--- src/logic/fcs_pkg.sv ---
// Purpose: Constants and types for the bus controller fault/status block.
// Assumes: 125 MHz core clock, 8-bit register addresses, 16-bit registers.
// Notes: Register offsets are byte offsets on the plain register port.
// How it works
// Alert is OR of enabled unmasked faults
// Alert drops only after faults cleared; code also drops it on a config write clearing alert enable or a gate bit
// Masked monitors still flag, no alert/error
// Config bit 5 gates analog contention
// Config bit 4 gates digital contention
// Config bit 3 gates glitch monitor
// Config bit 2 gates noise monitor
// Config bit 1 enables redundant reads
// Config bit 0 enables transaction watchdog
// State field tracks transaction, writable clear
// Fault flags set on fault, write-zero clear
// New transaction never clears fault flags
// Software waits for error code first
// State codes 00/01/10/11, writing ones ignored
// Busy launch, config write, rx read reject
// Alert enable resets to zero
package fcs_pkg;
    localparam int unsigned FCS_AW = 8;
    localparam int unsigned FCS_DW = 16;
    localparam logic [7:0] FCS_OFF_CONFIG = 8'h89;
    localparam logic [7:0] FCS_OFF_STATUS = 8'h8a;
    localparam logic [7:0] FCS_OFF_LAUNCH = 8'h8f;
    localparam logic [15:0] FCS_CFG_RESET = 16'ha000;
    localparam logic [15:0] FCS_CFG_WMASK = 16'hfc3f;
    localparam int unsigned FCS_CFG_ALERT_EN = 10;
    localparam int unsigned FCS_CFG_ANA = 5;
    localparam int unsigned FCS_CFG_DIG = 4;
    localparam int unsigned FCS_CFG_GLITCH = 3;
    localparam int unsigned FCS_CFG_NOISE = 2;
    localparam int unsigned FCS_CFG_RDTR = 1;
    localparam int unsigned FCS_CFG_WDOG = 0;
    localparam int unsigned FCS_NFLT = 9;
    localparam int unsigned FCS_F_REJECT = 8;
    localparam int unsigned FCS_F_ADDR_NACK = 7;
    localparam int unsigned FCS_F_DATA_NACK = 6;
    localparam int unsigned FCS_F_ANA = 5;
    localparam int unsigned FCS_F_DIG = 4;
    localparam int unsigned FCS_F_GLITCH = 3;
    localparam int unsigned FCS_F_NOISE = 2;
    localparam int unsigned FCS_F_RDTR = 1;
    localparam int unsigned FCS_F_TIMEOUT = 0;
    localparam int unsigned FCS_ST_HI = 15;
    localparam int unsigned FCS_ST_LO = 14;
    localparam logic [8:0] FCS_FLAGS_RESET = 9'h000;
    localparam int unsigned FCS_CLK_MHZ = 125;
    localparam int unsigned FCS_WDOG_US = 10000;
    localparam int unsigned FCS_WDOG_CYC = FCS_WDOG_US * FCS_CLK_MHZ;
    typedef enum logic [1:0] {
        FCS_ST_IDLE = 2'b00,
        FCS_ST_BUSY = 2'b01,
        FCS_ST_DONE = 2'b11,
        FCS_ST_ERROR = 2'b10
    } fcs_txn_state_t;
endpackage : fcs_pkg

--- src/logic/fcs_pin_sync.sv ---
// Purpose: Two-stage synchroniser with edge detection for a link pin.
// Assumes: The pin is asynchronous to clk_sys_i.
// Notes: Only the second stage and its delayed copy feed the edge logic.
`timescale 1ns/10ps
`default_nettype none
module fcs_pin_sync (
    input wire logic clk_sys_i,
    input wire logic sys_rst_i,
    input wire logic pin_i,
    output logic level_o,
    output logic edge_o
);
    logic meta_q;
    logic sync_q;
    logic prev_q;

    always_ff @(posedge clk_sys_i) begin
        if (sys_rst_i) begin
            meta_q <= 1'b1;
            sync_q <= 1'b1;
            prev_q <= 1'b1;
        end else begin
            meta_q <= pin_i;
            sync_q <= meta_q;
            prev_q <= sync_q;
        end
    end

    assign level_o = sync_q;
    assign edge_o = sync_q ^ prev_q;
endmodule : fcs_pin_sync
`default_nettype wire

--- src/logic/fcs_watchdog.sv ---
// Purpose: Transaction watchdog that fires when the link clock stalls.
// Assumes: active_i is high only while a transaction is in progress.
// Notes: The count restarts on every link clock edge, so a slow but
// live target never trips it.
`timescale 1ns/10ps
`default_nettype none
module fcs_watchdog #(
    parameter int unsigned LIMIT = 1250000
) (
    input wire logic clk_sys_i,
    input wire logic sys_rst_i,
    input wire logic enable_i,
    input wire logic active_i,
    input wire logic link_edge_i,
    output logic expired_o
);
    localparam int unsigned CW = $clog2(LIMIT + 1);
    logic [CW-1:0] count_q;
    logic fired_q;

    if (LIMIT < 2) begin : g_bad_limit
        $error("fcs_watchdog: LIMIT must be at least 2");
    end

    always_ff @(posedge clk_sys_i) begin
        if (sys_rst_i || !enable_i || !active_i || link_edge_i) begin
            count_q <= '0;
            fired_q <= 1'b0;
        end else if (count_q == CW'(LIMIT - 1)) begin
            fired_q <= 1'b1;
        end else begin
            count_q <= count_q + 1'b1;
        end
    end

    assign expired_o = (count_q == CW'(LIMIT - 1)) && !fired_q && enable_i
        && active_i && !link_edge_i;
endmodule : fcs_watchdog
`default_nettype wire

--- src/logic/fcs_fault_status.sv ---
// Purpose: Fault flags, transaction state and alert roll-up of the bus
// controller, with its configuration and status registers.
// Assumes: Engine event inputs are one-cycle pulses on clk_sys_i; the
// link clock pin is asynchronous and is synchronised here.
// Notes: Register reads return data in the cycle after the read strobe.
//
// Local design decision: the address-and-strobe port.
`timescale 1ns/10ps
`default_nettype none
module fcs_fault_status
    import fcs_pkg::*;
#(
    parameter int unsigned WDOG_CYCLES = FCS_WDOG_CYC
) (
    input wire logic clk_sys_i,
    input wire logic sys_rst_i,
    input wire logic [7:0] addr_i,
    input wire logic [15:0] wdata_i,
    input wire logic wr_i,
    input wire logic rd_i,
    output logic [15:0] rdata_o,
    input wire logic link_scl_i,
    input wire logic txn_done_i,
    input wire logic rx_data_read_i,
    input wire logic addr_nack_i,
    input wire logic data_nack_i,
    input wire logic ana_contention_i,
    input wire logic dig_contention_i,
    input wire logic glitch_i,
    input wire logic noise_i,
    input wire logic rr_valid_i,
    input wire logic [7:0] rr_first_i,
    input wire logic [7:0] rr_second_i,
    output logic txn_start_o,
    output logic [15:0] ctrl_config_o,
    output logic redundant_read_en_o,
    output logic summary_bus_alert_flag_o
);
    // The watchdog needs room to count before it can expire.
    if (WDOG_CYCLES < 2) begin : g_bad_wdog
        $error("fcs_fault_status: WDOG_CYCLES must be at least 2");
    end

    logic [15:0] cfg_q;
    logic [8:0] flags_q;
    logic [8:0] flags_d;
    logic [8:0] fault_set;
    logic [8:0] flag_clear;
    logic [8:0] report_mask;
    fcs_txn_state_t state_q;
    fcs_txn_state_t state_d;
    logic err_seen_q;
    logic start_q;
    logic alert_q;
    logic [15:0] rdata_q;
    logic busy;
    logic wr_cfg;
    logic wr_stat;
    logic wr_launch;
    logic reject;
    logic scl_edge;
    logic wdog_expired;

    // Decodes a write strobe against one register offset.
    function automatic logic hit(input logic stb, input logic [7:0] a,
                                 input logic [7:0] off);
        hit = stb && (a == off);
    endfunction : hit

    assign busy = (state_q == FCS_ST_BUSY);
    assign wr_cfg = hit(wr_i, addr_i, FCS_OFF_CONFIG);
    assign wr_stat = hit(wr_i, addr_i, FCS_OFF_STATUS);
    assign wr_launch = hit(wr_i, addr_i, FCS_OFF_LAUNCH);

    fcs_pin_sync u_scl_sync (
        .clk_sys_i(clk_sys_i),
        .sys_rst_i(sys_rst_i),
        .pin_i(link_scl_i),
        .level_o(),
        .edge_o(scl_edge)
    );

    fcs_watchdog #(
        .LIMIT(WDOG_CYCLES)
    ) u_wdog (
        .clk_sys_i(clk_sys_i),
        .sys_rst_i(sys_rst_i),
        .enable_i(cfg_q[FCS_CFG_WDOG]),
        .active_i(busy),
        .link_edge_i(scl_edge),
        .expired_o(wdog_expired)
    );

    // Configuration. Writes during a transaction are dropped and rejected.
    always_ff @(posedge clk_sys_i) begin
        if (sys_rst_i) begin
            cfg_q <= FCS_CFG_RESET;
        end else if (wr_cfg && !busy) begin
            cfg_q <= wdata_i & FCS_CFG_WMASK;
        end
    end

    // Rejected user operations while a transaction is active.
    assign reject = busy && (wr_launch || wr_cfg || rx_data_read_i);

    // Monitors always record their findings; masking acts on reporting.
    always_comb begin
        fault_set = '0;
        fault_set[FCS_F_REJECT] = reject;
        fault_set[FCS_F_ADDR_NACK] = addr_nack_i;
        fault_set[FCS_F_DATA_NACK] = data_nack_i;
        fault_set[FCS_F_ANA] = ana_contention_i;
        fault_set[FCS_F_DIG] = dig_contention_i;
        fault_set[FCS_F_GLITCH] = glitch_i;
        fault_set[FCS_F_NOISE] = noise_i;
        fault_set[FCS_F_RDTR] = cfg_q[FCS_CFG_RDTR] && rr_valid_i
            && (rr_first_i != rr_second_i);
        fault_set[FCS_F_TIMEOUT] = wdog_expired;
    end

    always_comb begin
        report_mask = '1;
        report_mask[FCS_F_ANA] = cfg_q[FCS_CFG_ANA];
        report_mask[FCS_F_DIG] = cfg_q[FCS_CFG_DIG];
        report_mask[FCS_F_GLITCH] = cfg_q[FCS_CFG_GLITCH];
        report_mask[FCS_F_NOISE] = cfg_q[FCS_CFG_NOISE];
        report_mask[FCS_F_RDTR] = cfg_q[FCS_CFG_RDTR];
        report_mask[FCS_F_TIMEOUT] = cfg_q[FCS_CFG_WDOG];
    end

    // A zero written to a flag clears it; ones leave it alone. A fault
    // landing in the same cycle as the clear survives it.
    assign flag_clear = wr_stat ? ~wdata_i[8:0] : '0;
    assign flags_d = (flags_q & ~flag_clear) | fault_set;

    always_ff @(posedge clk_sys_i) begin
        if (sys_rst_i) begin
            flags_q <= FCS_FLAGS_RESET;
        end else begin
            flags_q <= flags_d;
        end
    end

    // Reported transaction faults decide between complete and error.
    // Rejects concern the user's request, not the running transfer.
    always_ff @(posedge clk_sys_i) begin
        if (sys_rst_i) begin
            err_seen_q <= 1'b0;
        end else if (wr_launch && !busy) begin
            err_seen_q <= 1'b0;
        end else if (busy && |(fault_set[7:0] & report_mask[7:0])) begin
            err_seen_q <= 1'b1;
        end
    end

    always_comb begin
        state_d = state_q;
        case (state_q)
            FCS_ST_BUSY: begin
                if (txn_done_i) begin
                    state_d = (err_seen_q
                        || |(fault_set[7:0] & report_mask[7:0]))
                        ? FCS_ST_ERROR : FCS_ST_DONE;
                end
            end
            default: begin
                if (wr_launch) begin
                    state_d = FCS_ST_BUSY;
                end else if (wr_stat
                             && wdata_i[FCS_ST_HI:FCS_ST_LO] == 2'b00) begin
                    state_d = FCS_ST_IDLE;
                end
            end
        endcase
    end

    always_ff @(posedge clk_sys_i) begin
        if (sys_rst_i) begin
            state_q <= FCS_ST_IDLE;
        end else begin
            state_q <= state_d;
        end
    end

    always_ff @(posedge clk_sys_i) begin
        if (sys_rst_i) begin
            start_q <= 1'b0;
        end else begin
            start_q <= wr_launch && !busy;
        end
    end

    // Alert follows the recorded flags, so it drops once software has cleared every
    // reportable flag and nothing new has arrived, or once a config write clears the
    // alert enable or the gate bits of the flagged monitors.
    always_ff @(posedge clk_sys_i) begin
        if (sys_rst_i) begin
            alert_q <= 1'b0;
        end else begin
            alert_q <= cfg_q[FCS_CFG_ALERT_EN]
                && |(flags_q & report_mask);
        end
    end

    // Read data stands for one cycle only; unmapped offsets read zero.
    always_ff @(posedge clk_sys_i) begin
        if (sys_rst_i || !rd_i) begin
            rdata_q <= '0;
        end else if (addr_i == FCS_OFF_CONFIG) begin
            rdata_q <= cfg_q;
        end else if (addr_i == FCS_OFF_STATUS) begin
            rdata_q <= {state_q, 5'h00, flags_q};
        end else begin
            rdata_q <= '0;
        end
    end

    assign rdata_o = rdata_q;
    assign txn_start_o = start_q;
    assign ctrl_config_o = cfg_q;
    assign redundant_read_en_o = cfg_q[FCS_CFG_RDTR];
    assign summary_bus_alert_flag_o = alert_q;
endmodule : fcs_fault_status
`default_nettype wire

--- config.mk ---
export PLATFORM = sky130hd
export DESIGN_NAME = fcs_fault_status
export DESIGN_NICKNAME = d
export VERILOG_FILES = /design/src/logic/fcs_pkg.sv /design/src/logic/fcs_pin_sync.sv /design/src/logic/fcs_watchdog.sv /design/src/logic/fcs_fault_status.sv
export SDC_FILE = /design/constraint.sdc
export NUM_CORES = 1
export LEC_CHECK = 0
export BUFFER_PORTS_ARGS = -buffer_cell sky130_fd_sc_hd__buf_4
export CAP_MARGIN = 20
export CELL_PAD_IN_SITES_DETAIL_PLACEMENT = 0
export CELL_PAD_IN_SITES_GLOBAL_PLACEMENT = 1
export CORE_ASPECT_RATIO = 1.2
export CORE_UTILIZATION = 37
export CTS_CLUSTER_DIAMETER = 30
export CTS_CLUSTER_SIZE = 16
export DETAILED_ROUTE_END_ITERATION = 10
export GPL_TIMING_DRIVEN = 0
export HOLD_SLACK_MARGIN = 0.12
export PLACE_DENSITY_LB_ADDON = 0.1
export REMOVE_ABC_BUFFERS = 1
export SETUP_SLACK_MARGIN = 0.2
export SLEW_MARGIN = 0
export SYNTH_ARGS = -nofsm -noshare
export SYNTH_HDL_FRONTEND = slang
export SYNTH_HIERARCHICAL = 1
export SYNTH_SLANG_ARGS = --single-unit
--- constraint.sdc ---
create_clock -name clk_sys_i -period 3.4 [get_ports clk_sys_i]
set_input_delay 0.34 -clock clk_sys_i [delete_from_list [all_inputs] [get_ports clk_sys_i]]
set_output_delay 0.34 -clock clk_sys_i [all_outputs]
set_load 0.01 [all_outputs]
-- After elaboration in Yosys (flattened, before gate mapping)
Cells that the tools add are included.
Widths: inputs -> output; s select.
- register bits: 67
- latch bits: 0
- memory bits (writable): 0
- ROM bits: 0
- bits of input ports: 54
- output and inout port bits: 35
- word-level logic and storage cells: 73
- memories: 0
- $add $sub $neg: 1
- multiply operators: 0
- div/mod/pow operators: 0
- $lt $le $gt $ge: 0
- equality and inequality tests: 7
- shift-type cells: 0
- multiplexer cells: 8
- bitwise gates (word level): 8
- reduce and logical (&&, ||, !) cells: 35
- operators by type and width (cell ; count):
    $mux 16 ; 2
    $eq 8x8->1 const B ; 3
    $add 21x1->21 const B ; 1
    $eq 21x21->1 const B ; 1
    $and 9x9->9 ; 2
    $not 9->9 ; 2
    $logic_and 1x1->1 ; 15
    $mux 9 ; 1
    $or 9x9->9 ; 1
    $reduce_or 9->1 ; 1
    $and 8x8->8 ; 1
    $mux 2 ; 4
    $ne 8x8->1 ; 1
    $reduce_or 8->1 ; 1
    $logic_or 1x1->1 ; 7
    $logic_not 1->1 ; 5
    $reduce_or 2->1 ; 2
    $reduce_bool 3->1 ; 1
    $reduce_or 3->1 ; 1
    $eq 2x1->1 const B ; 1
    $logic_not 2->1 ; 1
    $ne 2x2->1 const B ; 1
    $reduce_and 2->1 ; 1
    $mux 1 ; 1
    2 further kinds ; 2

-- Longest topological paths before layout
Gate-level depths: netlist (run 1).
- depth after elaboration: 11
- gate-level depth with buffers: 9
- gate-level depth less buffers: 9

-- Modules after synthesis
The synthesis (run 1) kept the hierarchy.
- by module, submodules not included (module ; times used ; cells an instance ; area each (um^2) ; sequential area each (um^2)):
    fcs_fault_status ; 1 ; 174 ; 1697.9 ; 820.8
    fcs_watchdog ; 1 ; 123 ; 1041.0 ; 440.4
    fcs_pin_sync ; 1 ; 7 ; 87.6 ; 60.1

-- Worst setup path before layout (run 1)
Ideal clock, no wire load.
- path kind: reg-to-reg
- start point: register u_wdog.count_q[8]
- end point: register err_seen_q
- setup time: 0.095 ns
- data arrival time: 2.374 ns
- required time: 3.305 ns
- path slack: 0.931 ns
- stages on the path, launching flop included: 8
- path buffers: 0
- clock period less this slack: 2.469 ns
- path through: dfxtp_1 -> or4b_1 -> or4_4 -> or3_4 -> nor3_2 -> a222oi_1 -> and3_1 -> a221oi_1
- longest elaborated chain between the ends: 8
- ends and longest elaborated chain (element ; line ; RTL):
    start, declared ; fcs_watchdog.sv:18 ; logic [CW-1:0] count_q;
    start signal, assigned ; fcs_watchdog.sv:32 ; count_q <= count_q + 1'b1;
    $eq 21x21->1 ; fcs_watchdog.sv:36 ; assign expired_o = (count_q == CW'(LIMIT - 1)) && !fired_q && enable_i
    $logic_and 1x1->1 (2 in a row) ; fcs_watchdog.sv:36 ;
    $logic_and 1x1->1 (2 in a row) ; fcs_watchdog.sv:37 ; && active_i && !link_edge_i;
    via wdog_expired ; fcs_fault_status.sv:62 ; logic wdog_expired;
    $and 8x8->8 ; fcs_fault_status.sv:151 ; end else if (busy && |(fault_set[7:0] & report_mask[7:0])) begin
    $reduce_or 8->1 ; fcs_fault_status.sv:151 ;
    $logic_and 1x1->1 ; fcs_fault_status.sv:151 ;
    end signal, assigned ; fcs_fault_status.sv:148 ; err_seen_q <= 1'b0;
    end signal, assigned ; fcs_fault_status.sv:150 ; err_seen_q <= 1'b0;
    end signal, assigned ; fcs_fault_status.sv:152 ; err_seen_q <= 1'b1;
    end, declared ; fcs_fault_status.sv:52 ; logic err_seen_q;
The timed path passes the listed nets, and every way through them passes these cells.
A chain may end at the register's enable or synchronous reset.

-- Final worst setup path (run 1)
Ends and elaborated chain as after synthesis.

==> impl_results.md, run 1 <==
* Status: finished clean
* Number of buffers inserted by hold repair at cts at 0
* Area contributors post-synth: sky130_fd_sc_hd__dfxtp_1, sky130_fd_sc_hd__mux2i_1, sky130_fd_sc_hd__nor2_1
* Worst path required time at ~3.6 ns
* Warnings, synthesis at 6
* Maximum number of pins on one net before global-route repair at 34
* Origin of the critical flop-to-flop path: u_wdog/count_q[8]
* Actual slew at the worst max-slew pin at 0.907 ns
* Crit end category: register
* Setup tns final at 0 ns
* Top cell type by total area after synthesis: sky130_fd_sc_hd__dfxtp_1
* Global-route wire length before repair at 10,700 µm
* N_diodes at 0
* DP Wirelength at a little under 5000 µm
* Post-detailed-placement cell area at 3480 µm²
* Detailed-route vias per instance at around 5
* Sequential-to-total area share from yosys stat at 46.7%
* Fraction of synthesized cell area taken by the top area cell type at 46.7%
* Setup violations, final at 0
* Max-slew violation count at 0
* Main flop type after synthesis: sky130_fd_sc_hd__dfxtp_1
* Post-CTS setup-driven buffer insertion count at 0
* Average size of a mapped cell at 9.30 µm²
* FFs w/ async S/R, synth at 0%
* Proportion of power drawn by combinational gates at 6.1%
* Post-route antenna net violation count at 0
* CP startpoint kind: register
* Detailed-route wire length per cell at 14.1 µm
* Worst Path Buf+Inv at 0
* # rows at 34
* Cell with the biggest individual delay on the critical path: sky130_fd_sc_hd__or4b_1
* Worst-case reg-to-reg path depth at 7
* Violation count after the first detailed-route iteration at 135
* Length of the first detailed-routing pass in iterations at 4
* Slew headroom at between 30 and 40%
* Number of antenna violations at the first check in global routing at 0
* Count of state elements after synthesis at between 60 and 70
* Maximum clock skew at final layout at 0.0103 ns
* Cell chosen for the clock root: sky130_fd_sc_hd__clkbuf_8
* Post-place setup slack at 0.683 ns
* Final design instance area without fill at 3670 µm²
* CTS-repair resized insts at 0
* Final hold vios at 0
* Fraction of final layout cells with drive strength greater than 1 at 27.9%
* Final wirelength at 6790 µm
* Crit path arrival time at 2.94 ns
* Number of distinct standard cells referenced by the synthesized netlist at 53
* Post-Syn Area at about 2800 µm²
* Effective utilization at floorplan at 38.6%
* Total of max-cap violations at 0
* Final Cycle Share at 79.5%
* Minimum setup slack among reg-to-reg paths at about 0.7 ns
* Worst IR drop on VDD at ~0.22 mV
* Cell type group with the largest total delay on the critical path: simple AND/OR/NAND/NOR gates
* Global placement routability congestion at 0.764
* Hold Crit Depth at 2
* Power density normalized to cell area at 407 nW/µm²
* Clock tree from TritonCTS: done
* Number of synthesized flops with an enable pin at 0
* Achievable frequency at 370 MHz
* Startpoint of the worst hold path: link_scl_i
* Power share of the sequential group at a little over half
* Count of clock tree sinks at 66
* Ordered list of cells on the worst path: or4b_1 -> or4_4 -> or3_4 -> nor3_2 -> a222oi_1 -> and3_1 -> a221oi_1
* # nets final at 440
* Shortest period the worst path allows at 2.70 ns
* Total gr overflow at 0
* Chip height at 97.7 µm
* Maximum fanout encountered on the critical timing path at 7
* Num CTS Buffers at 9
* GR Util All Layers at 17.9%
* Signed area change from the synthesized netlist to the final layout at 29.8%
* Hold worst-path end: u_scl_sync/meta_q
* Critical register-to-register path endpoint: err_seen_q
* I/O pin count at 89
* CTS H-tree lvls at 3
* Std-Cell Core Area at 7320 µm²
* Sw Pwr at 338 µW
* Worst setup path class: register to register
* Post-detailed-route DRC marker count at 0
* Detailed-route via count at roughly 2,500
* Switching portion of total power at 22.6%
* Overall die width at 81.8 µm
* Hold Crit Class: primary input to register
* Final setup slack of the worst path at 0.698 ns
* Clk pwr share at 41.5%
* Count of input and output buffers at 82
* Clock Tree Buf Depth at 2
* Internal power component at 1160 µW
* Pleak at approximately 0.0015 µW
* Unrepaired setup endpoints after global routing: false
* Vias in the first global route at 2,236
* Delay of the slowest cell on the worst path at 0.55 ns
* Total power consumption of the routed design at 1490 µW
* Die Area at 7990 µm²
* Clock slew seen by the registers of the worst setup and hold paths at 0.07 ns
* Clock network latency to the later pin of the worst-skew pair at 0.34 ns
* Gate Count Post-Synth at 304
[worst reg2reg max path, cell delays in order, from the launching register on]
cell	delay (ns)
sky130_fd_sc_hd__dfxtp_1	0.37
sky130_fd_sc_hd__or4b_1	0.55
sky130_fd_sc_hd__or4_4	0.52
sky130_fd_sc_hd__or3_4	0.38
sky130_fd_sc_hd__nor3_2	0.23
sky130_fd_sc_hd__a222oi_1	0.10
sky130_fd_sc_hd__and3_1	0.18
sky130_fd_sc_hd__a221oi_1	0.27
[sequential cells by signal, summed over array words and instances, names as in the netlist]
register and count:
summary_bus_alert_flag_o 1, u_scl_sync/meta_q 1, u_wdog/fired_q 1, u_scl_sync/level_o 1
ctrl_config_o 12, rdata_o 15, state_q 2, u_wdog/count_q 21
flags_q 9, txn_start_o 1, err_seen_q 1, u_scl_sync/prev_q 1
[synthesized netlist by cell type (2+ instances only)]
library cell                n
sky130_fd_sc_hd__a21oi_1   15
sky130_fd_sc_hd__a22o_1     9
sky130_fd_sc_hd__and3_1     3
sky130_fd_sc_hd__nand3_1    9
sky130_fd_sc_hd__or3_1      4
sky130_fd_sc_hd__o21ai_0   18
sky130_fd_sc_hd__o31ai_1    2
sky130_fd_sc_hd__or4_1      8
sky130_fd_sc_hd__nor4_1     3
sky130_fd_sc_hd__o211ai_1   6
sky130_fd_sc_hd__buf_4      7
sky130_fd_sc_hd__buf_2      2
sky130_fd_sc_hd__nand3b_1   2
sky130_fd_sc_hd__nor3b_2    2
sky130_fd_sc_hd__nor2_1    26
sky130_fd_sc_hd__or2_1      3
sky130_fd_sc_hd__and4_1     3
sky130_fd_sc_hd__a221oi_1   2
sky130_fd_sc_hd__clkbuf_1   5
sky130_fd_sc_hd__a211o_1    2
sky130_fd_sc_hd__a22oi_1    2
sky130_fd_sc_hd__xor2_1     7
sky130_fd_sc_hd__nand4_1    7
sky130_fd_sc_hd__mux2i_1   11
sky130_fd_sc_hd__dfxtp_1   66
sky130_fd_sc_hd__nand2_1   19
sky130_fd_sc_hd__inv_1     13
sky130_fd_sc_hd__xnor2_1    9
sky130_fd_sc_hd__nor3_1     6
sky130_fd_sc_hd__and2_1     8
sky130_fd_sc_hd__a31oi_1    3
[placed cells by master, fill, tap and decap left out, types with 4 or more instances in the layout]
master                      n
sky130_fd_sc_hd__nand2_1   19
sky130_fd_sc_hd__mux2i_1   11
sky130_fd_sc_hd__nand4_1    7
sky130_fd_sc_hd__or4_1      8
sky130_fd_sc_hd__nor3_1     6
sky130_fd_sc_hd__clkbuf_8  12
sky130_fd_sc_hd__dfxtp_1   66
sky130_fd_sc_hd__a21oi_1   15
sky130_fd_sc_hd__and2_1     8
sky130_fd_sc_hd__a22o_1     9
sky130_fd_sc_hd__buf_4     82
sky130_fd_sc_hd__or3_1      4
sky130_fd_sc_hd__conb_1     5
sky130_fd_sc_hd__xor2_1     7
sky130_fd_sc_hd__o211ai_1   6
sky130_fd_sc_hd__inv_1     13
sky130_fd_sc_hd__o21ai_0   18
sky130_fd_sc_hd__nor2_1    26
sky130_fd_sc_hd__nand3_1    9
sky130_fd_sc_hd__xnor2_1    9
[power groups by stage]
stage	Combinational, µW	Clock (µW)	Sequential, µW
2_1_floorplan	28.7	0	800
3_3_place_gp	90.9	0	801
3_5_place_dp	91.7	0	801
4_1_cts	92.2	637	783
5_1_grt	101	672	784
6_report	91.2	620	783
[metal layers]
layer  routed length [µm]  up-vias  GRT usage (%)
met2                 3270       80           28.8
li1                     -     1250              -
met5                    0        -              0
met3                  536        9           4.95
met4                  142        0           8.64
met1                 2830     1115           21.5
[kinds of logic after synthesis]
kind of cell / count (synthesis) / synth area share, %
and+or+nand+nor: 117 / 24.3
DFF: 66 / 46.7
AOI/OAI and AO/OA: 63 / 14.7
buffers and inverters: 29 / 4.91
xor gates and xnor gates: 16 / 4.96
muxes: 11 / 3.90
adders and majority gates: 1 / 0.443
other: 1 / 0.133
[worst max path at each step]
stage	startpoint	endpoint	slack, ns	cells after the start
5_1_grt	u_wdog/count_q[8]	err_seen_q	0.54	7
3_5_place_dp	u_wdog/count_q[8]	err_seen_q	0.68	7
6_report	u_wdog/count_q[8]	err_seen_q	0.70	7
3_3_place_gp	u_wdog/count_q[8]	err_seen_q	0.69	7
4_1_cts	u_wdog/count_q[8]	err_seen_q	0.66	7
2_1_floorplan	u_wdog/count_q[8]	err_seen_q	0.93	7
[stage by stage]
step / instances / hold slack (ns) / utilization [%]
after floorplan: 292 / 0.385 / -
after global placement: 464 / 0.395 / 47.6
after detailed placement: 464 / 0.405 / 47.6
after CTS: 480 / 0.164 / 50.2
after global routing: 480 / 0.174 / 50.2
final: 480 / 0.175 / 50.2
[area by class of cell]
type / instances / area, µm²
multi-input cells: 213 / 1380
repair buffers: 82 / 616
flip-flops and latches: 66 / 1320
well taps: 90 / 113
clock inverters: 4 / 25.0
fillers: 738 / 3650
clock buffers: 12 / 165
inverters: 13 / 48.8
(Power assumes the default switching activity.)
==> run 2: changes to the inputs <==
==> constraint.sdc (replaced) <==
create_clock -name clk_sys_i -period 2.5 [get_ports clk_sys_i]
set_input_delay 0.25 -clock clk_sys_i [delete_from_list [all_inputs] [get_ports clk_sys_i]]
set_output_delay 0.25 -clock clk_sys_i [all_outputs]
set_load 0.01 [all_outputs]
==> impl_results.md, run 2 (synthesis results as in run 1) <==
* Count of clock tree sinks at 66
* CP startpoint kind: register
* Dpl cells at 464
* CTS H-tree lvls at 3
* Final Core Density at 51.0%
* Clock tree from TritonCTS: done
* Std-Cell Core Area at 7320 µm²
* Clock network latency to the later pin of the worst-skew pair at 0.34 ns
* Clock slew seen by the registers of the worst setup and hold paths at roughly 0.07 ns
* Total gr overflow at 0
* # rows at 34
* Most used cells in the layout excluding fill and tap cells: sky130_fd_sc_hd__buf_4, sky130_fd_sc_hd__dfxtp_1, sky130_fd_sc_hd__nor2_1, sky130_fd_sc_hd__nand2_1, sky130_fd_sc_hd__o21ai_0
* Final setup slack of the worst path at -0.0674 ns
* Total of max-cap violations at 0
* N_diodes at 0
* I/O pin count at 89
* Detailed-route vias per instance at roughly 5.2
* Crit path arrival time at between 2 and 3 ns
* Slew headroom at 40.4%
* Highest metal layer with signal wires: met4
* Num CTS Buffers at 9
* Clock Tree Buf Depth at 2
* Worst IR drop on VDD at 0.297 mV
* Global-route wire length before repair at roughly 11,000 µm
* # nets final at 445
* Cell Count, Final, Fillers Out at 485
* Detailed-route wire length per cell at ~14 µm
* DRT met1 WL at 2750 µm
* Signed area change from the synthesized netlist to the final layout at 32.0%
* Max-slew violation count at 0
* Power density normalized to cell area at 544 nW/µm²
* Number of flip-flops under the largest register name at 21
* Achievable frequency at 389 MHz
* Shortest period the worst path allows at 2.57 ns
* Count of input and output buffers at 82
* Fraction of final layout cells with drive strength greater than 1 at between 20% and 30%
* Pleak at about 0.0015 µW
* Register name with the most flops: u_wdog/count_q
* Met2 routed WL at around 3300 µm
* Violation count after the first detailed-route iteration at 116
* Final wirelength at 6820 µm
* Chip height at 97.7 µm
* Filler cell count in the final layout at 735
* Violated checks: setup timing
* Post-route antenna net violation count at 0
* Cell chosen for the clock root: sky130_fd_sc_hd__clkbuf_8
* GR Util All Layers at a little under a fifth
* Minimum hold slack at 0.142 ns
* Vias in the first global route at between 2,000 and 2,500
* DP Wirelength at 4870 µm
* Status: finished, violations left
* Maximum fanout encountered on the critical timing path at 2
* Overall die width at about 82 µm
* Length of the first detailed-routing pass in iterations at 4
* Maximum clock skew at final layout at 0.0108 ns
* Unrepaired setup endpoints after global routing: true
* Effective utilization at floorplan at 38.6%
* Final hold vios at 0
* Final Cycle Share at 103%
* Hold Crit Class: primary input to register
* Reg area at 1330 µm²
* Number of antenna violations at the first check in global routing at 0
* Final design instance area without fill at between 3000 and 4000 µm²
* Crit end category: register
* Post-detailed-placement cell area at 3480 µm²
* Die Area at 7990 µm²
* Routed length on met3 at 574 µm
* Maximum number of pins on one net before global-route repair at 34
* Post-detailed-route DRC marker count at 0
* Global placement routability congestion at 0.764
* Worst setup path class: register to register
* Detailed-route via count at 2,507
* Worst path required time at approximately 2.8 ns
* Commonest non-fill, non-tap cell in the layout: sky130_fd_sc_hd__buf_4
* Area of the multi-input gates at 1390 µm²
* Actual slew at the worst max-slew pin at approximately 0.89 ns
* Setup violations, final at 1
-- run 2: cell count changes in the layout (fill, tap and decap cells not counted), sizes merged --
cell         delta
buf             +4
dlygate4sd3     +1
-- run 2: per-stage QoR --
step           total power [µW]  setup TNS (ns)  setup WS, ns
2_1_floorplan              1130               0        0.0306
3_3_place_gp               1210          -0.307        -0.208
3_5_place_dp               1210          -0.320        -0.217
4_1_cts                    2060          -0.140        -0.105
5_1_grt                    2120          -0.226        -0.162
6_report                   2030         -0.0674       -0.0674
-- run 2: worst max-delay path: stages (launching register included) --
cell and delay, ns:
sky130_fd_sc_hd__dfxtp_4 0.34, sky130_fd_sc_hd__or4b_1 0.51, sky130_fd_sc_hd__or4_4 0.50, sky130_fd_sc_hd__or3_4 0.37, sky130_fd_sc_hd__nor3_4 0.21, sky130_fd_sc_hd__a222oi_1 0.10
sky130_fd_sc_hd__and3_1 0.19, sky130_fd_sc_hd__a221oi_2 0.25
-- run 2: power breakdown --
group          internal, µW  switching [µW]  total (µW)
registers              1060            5.38        1060
clock network           438             405         842
logic                  75.5            50.1         126
total                  1570             460        2030
-- run 2: repair_timing --
item | in CTS | in global routing
setup buffers | 4 | 0
endpoints found under the setup margin | 3 | 2
pin swaps | 7 | 6
gates resized for setup | 6 | 1
hold endpoints to repair | 1 | 0
hold buffers | 1 | 0
-- run 2: cell type report --
type | count | area share [%]
clock buffer | 12 | 4.43
inverter | 13 | 1.31
clock inverter | 4 | 0.671
multi-input combinational | 213 | 37.4
tap | 90 | 3.02
timing repair buffer | 87 | 17.6
sequential | 66 | 35.6
-- run 2: final timing paths --
kind / from / end / slack, ns / cells past startpoint
min reg2reg: u_scl_sync/meta_q / u_scl_sync/level_o / 0.42 / 1
max: u_wdog/count_q[8] / err_seen_q / -0.07 / 7
min: wdata_i[10] / ctrl_config_o[10] / 0.14 / 3
max reg2reg: u_wdog/count_q[8] / err_seen_q / -0.07 / 7
-- run 2: layer usage --
layer / track usage (%) / vias to the layer above
met1: 21.7 / 1145
met3: 4.95 / 11
met5: 0 / -
li1: - / 1264
met2: 29.1 / 87
met4: 8.64 / 0
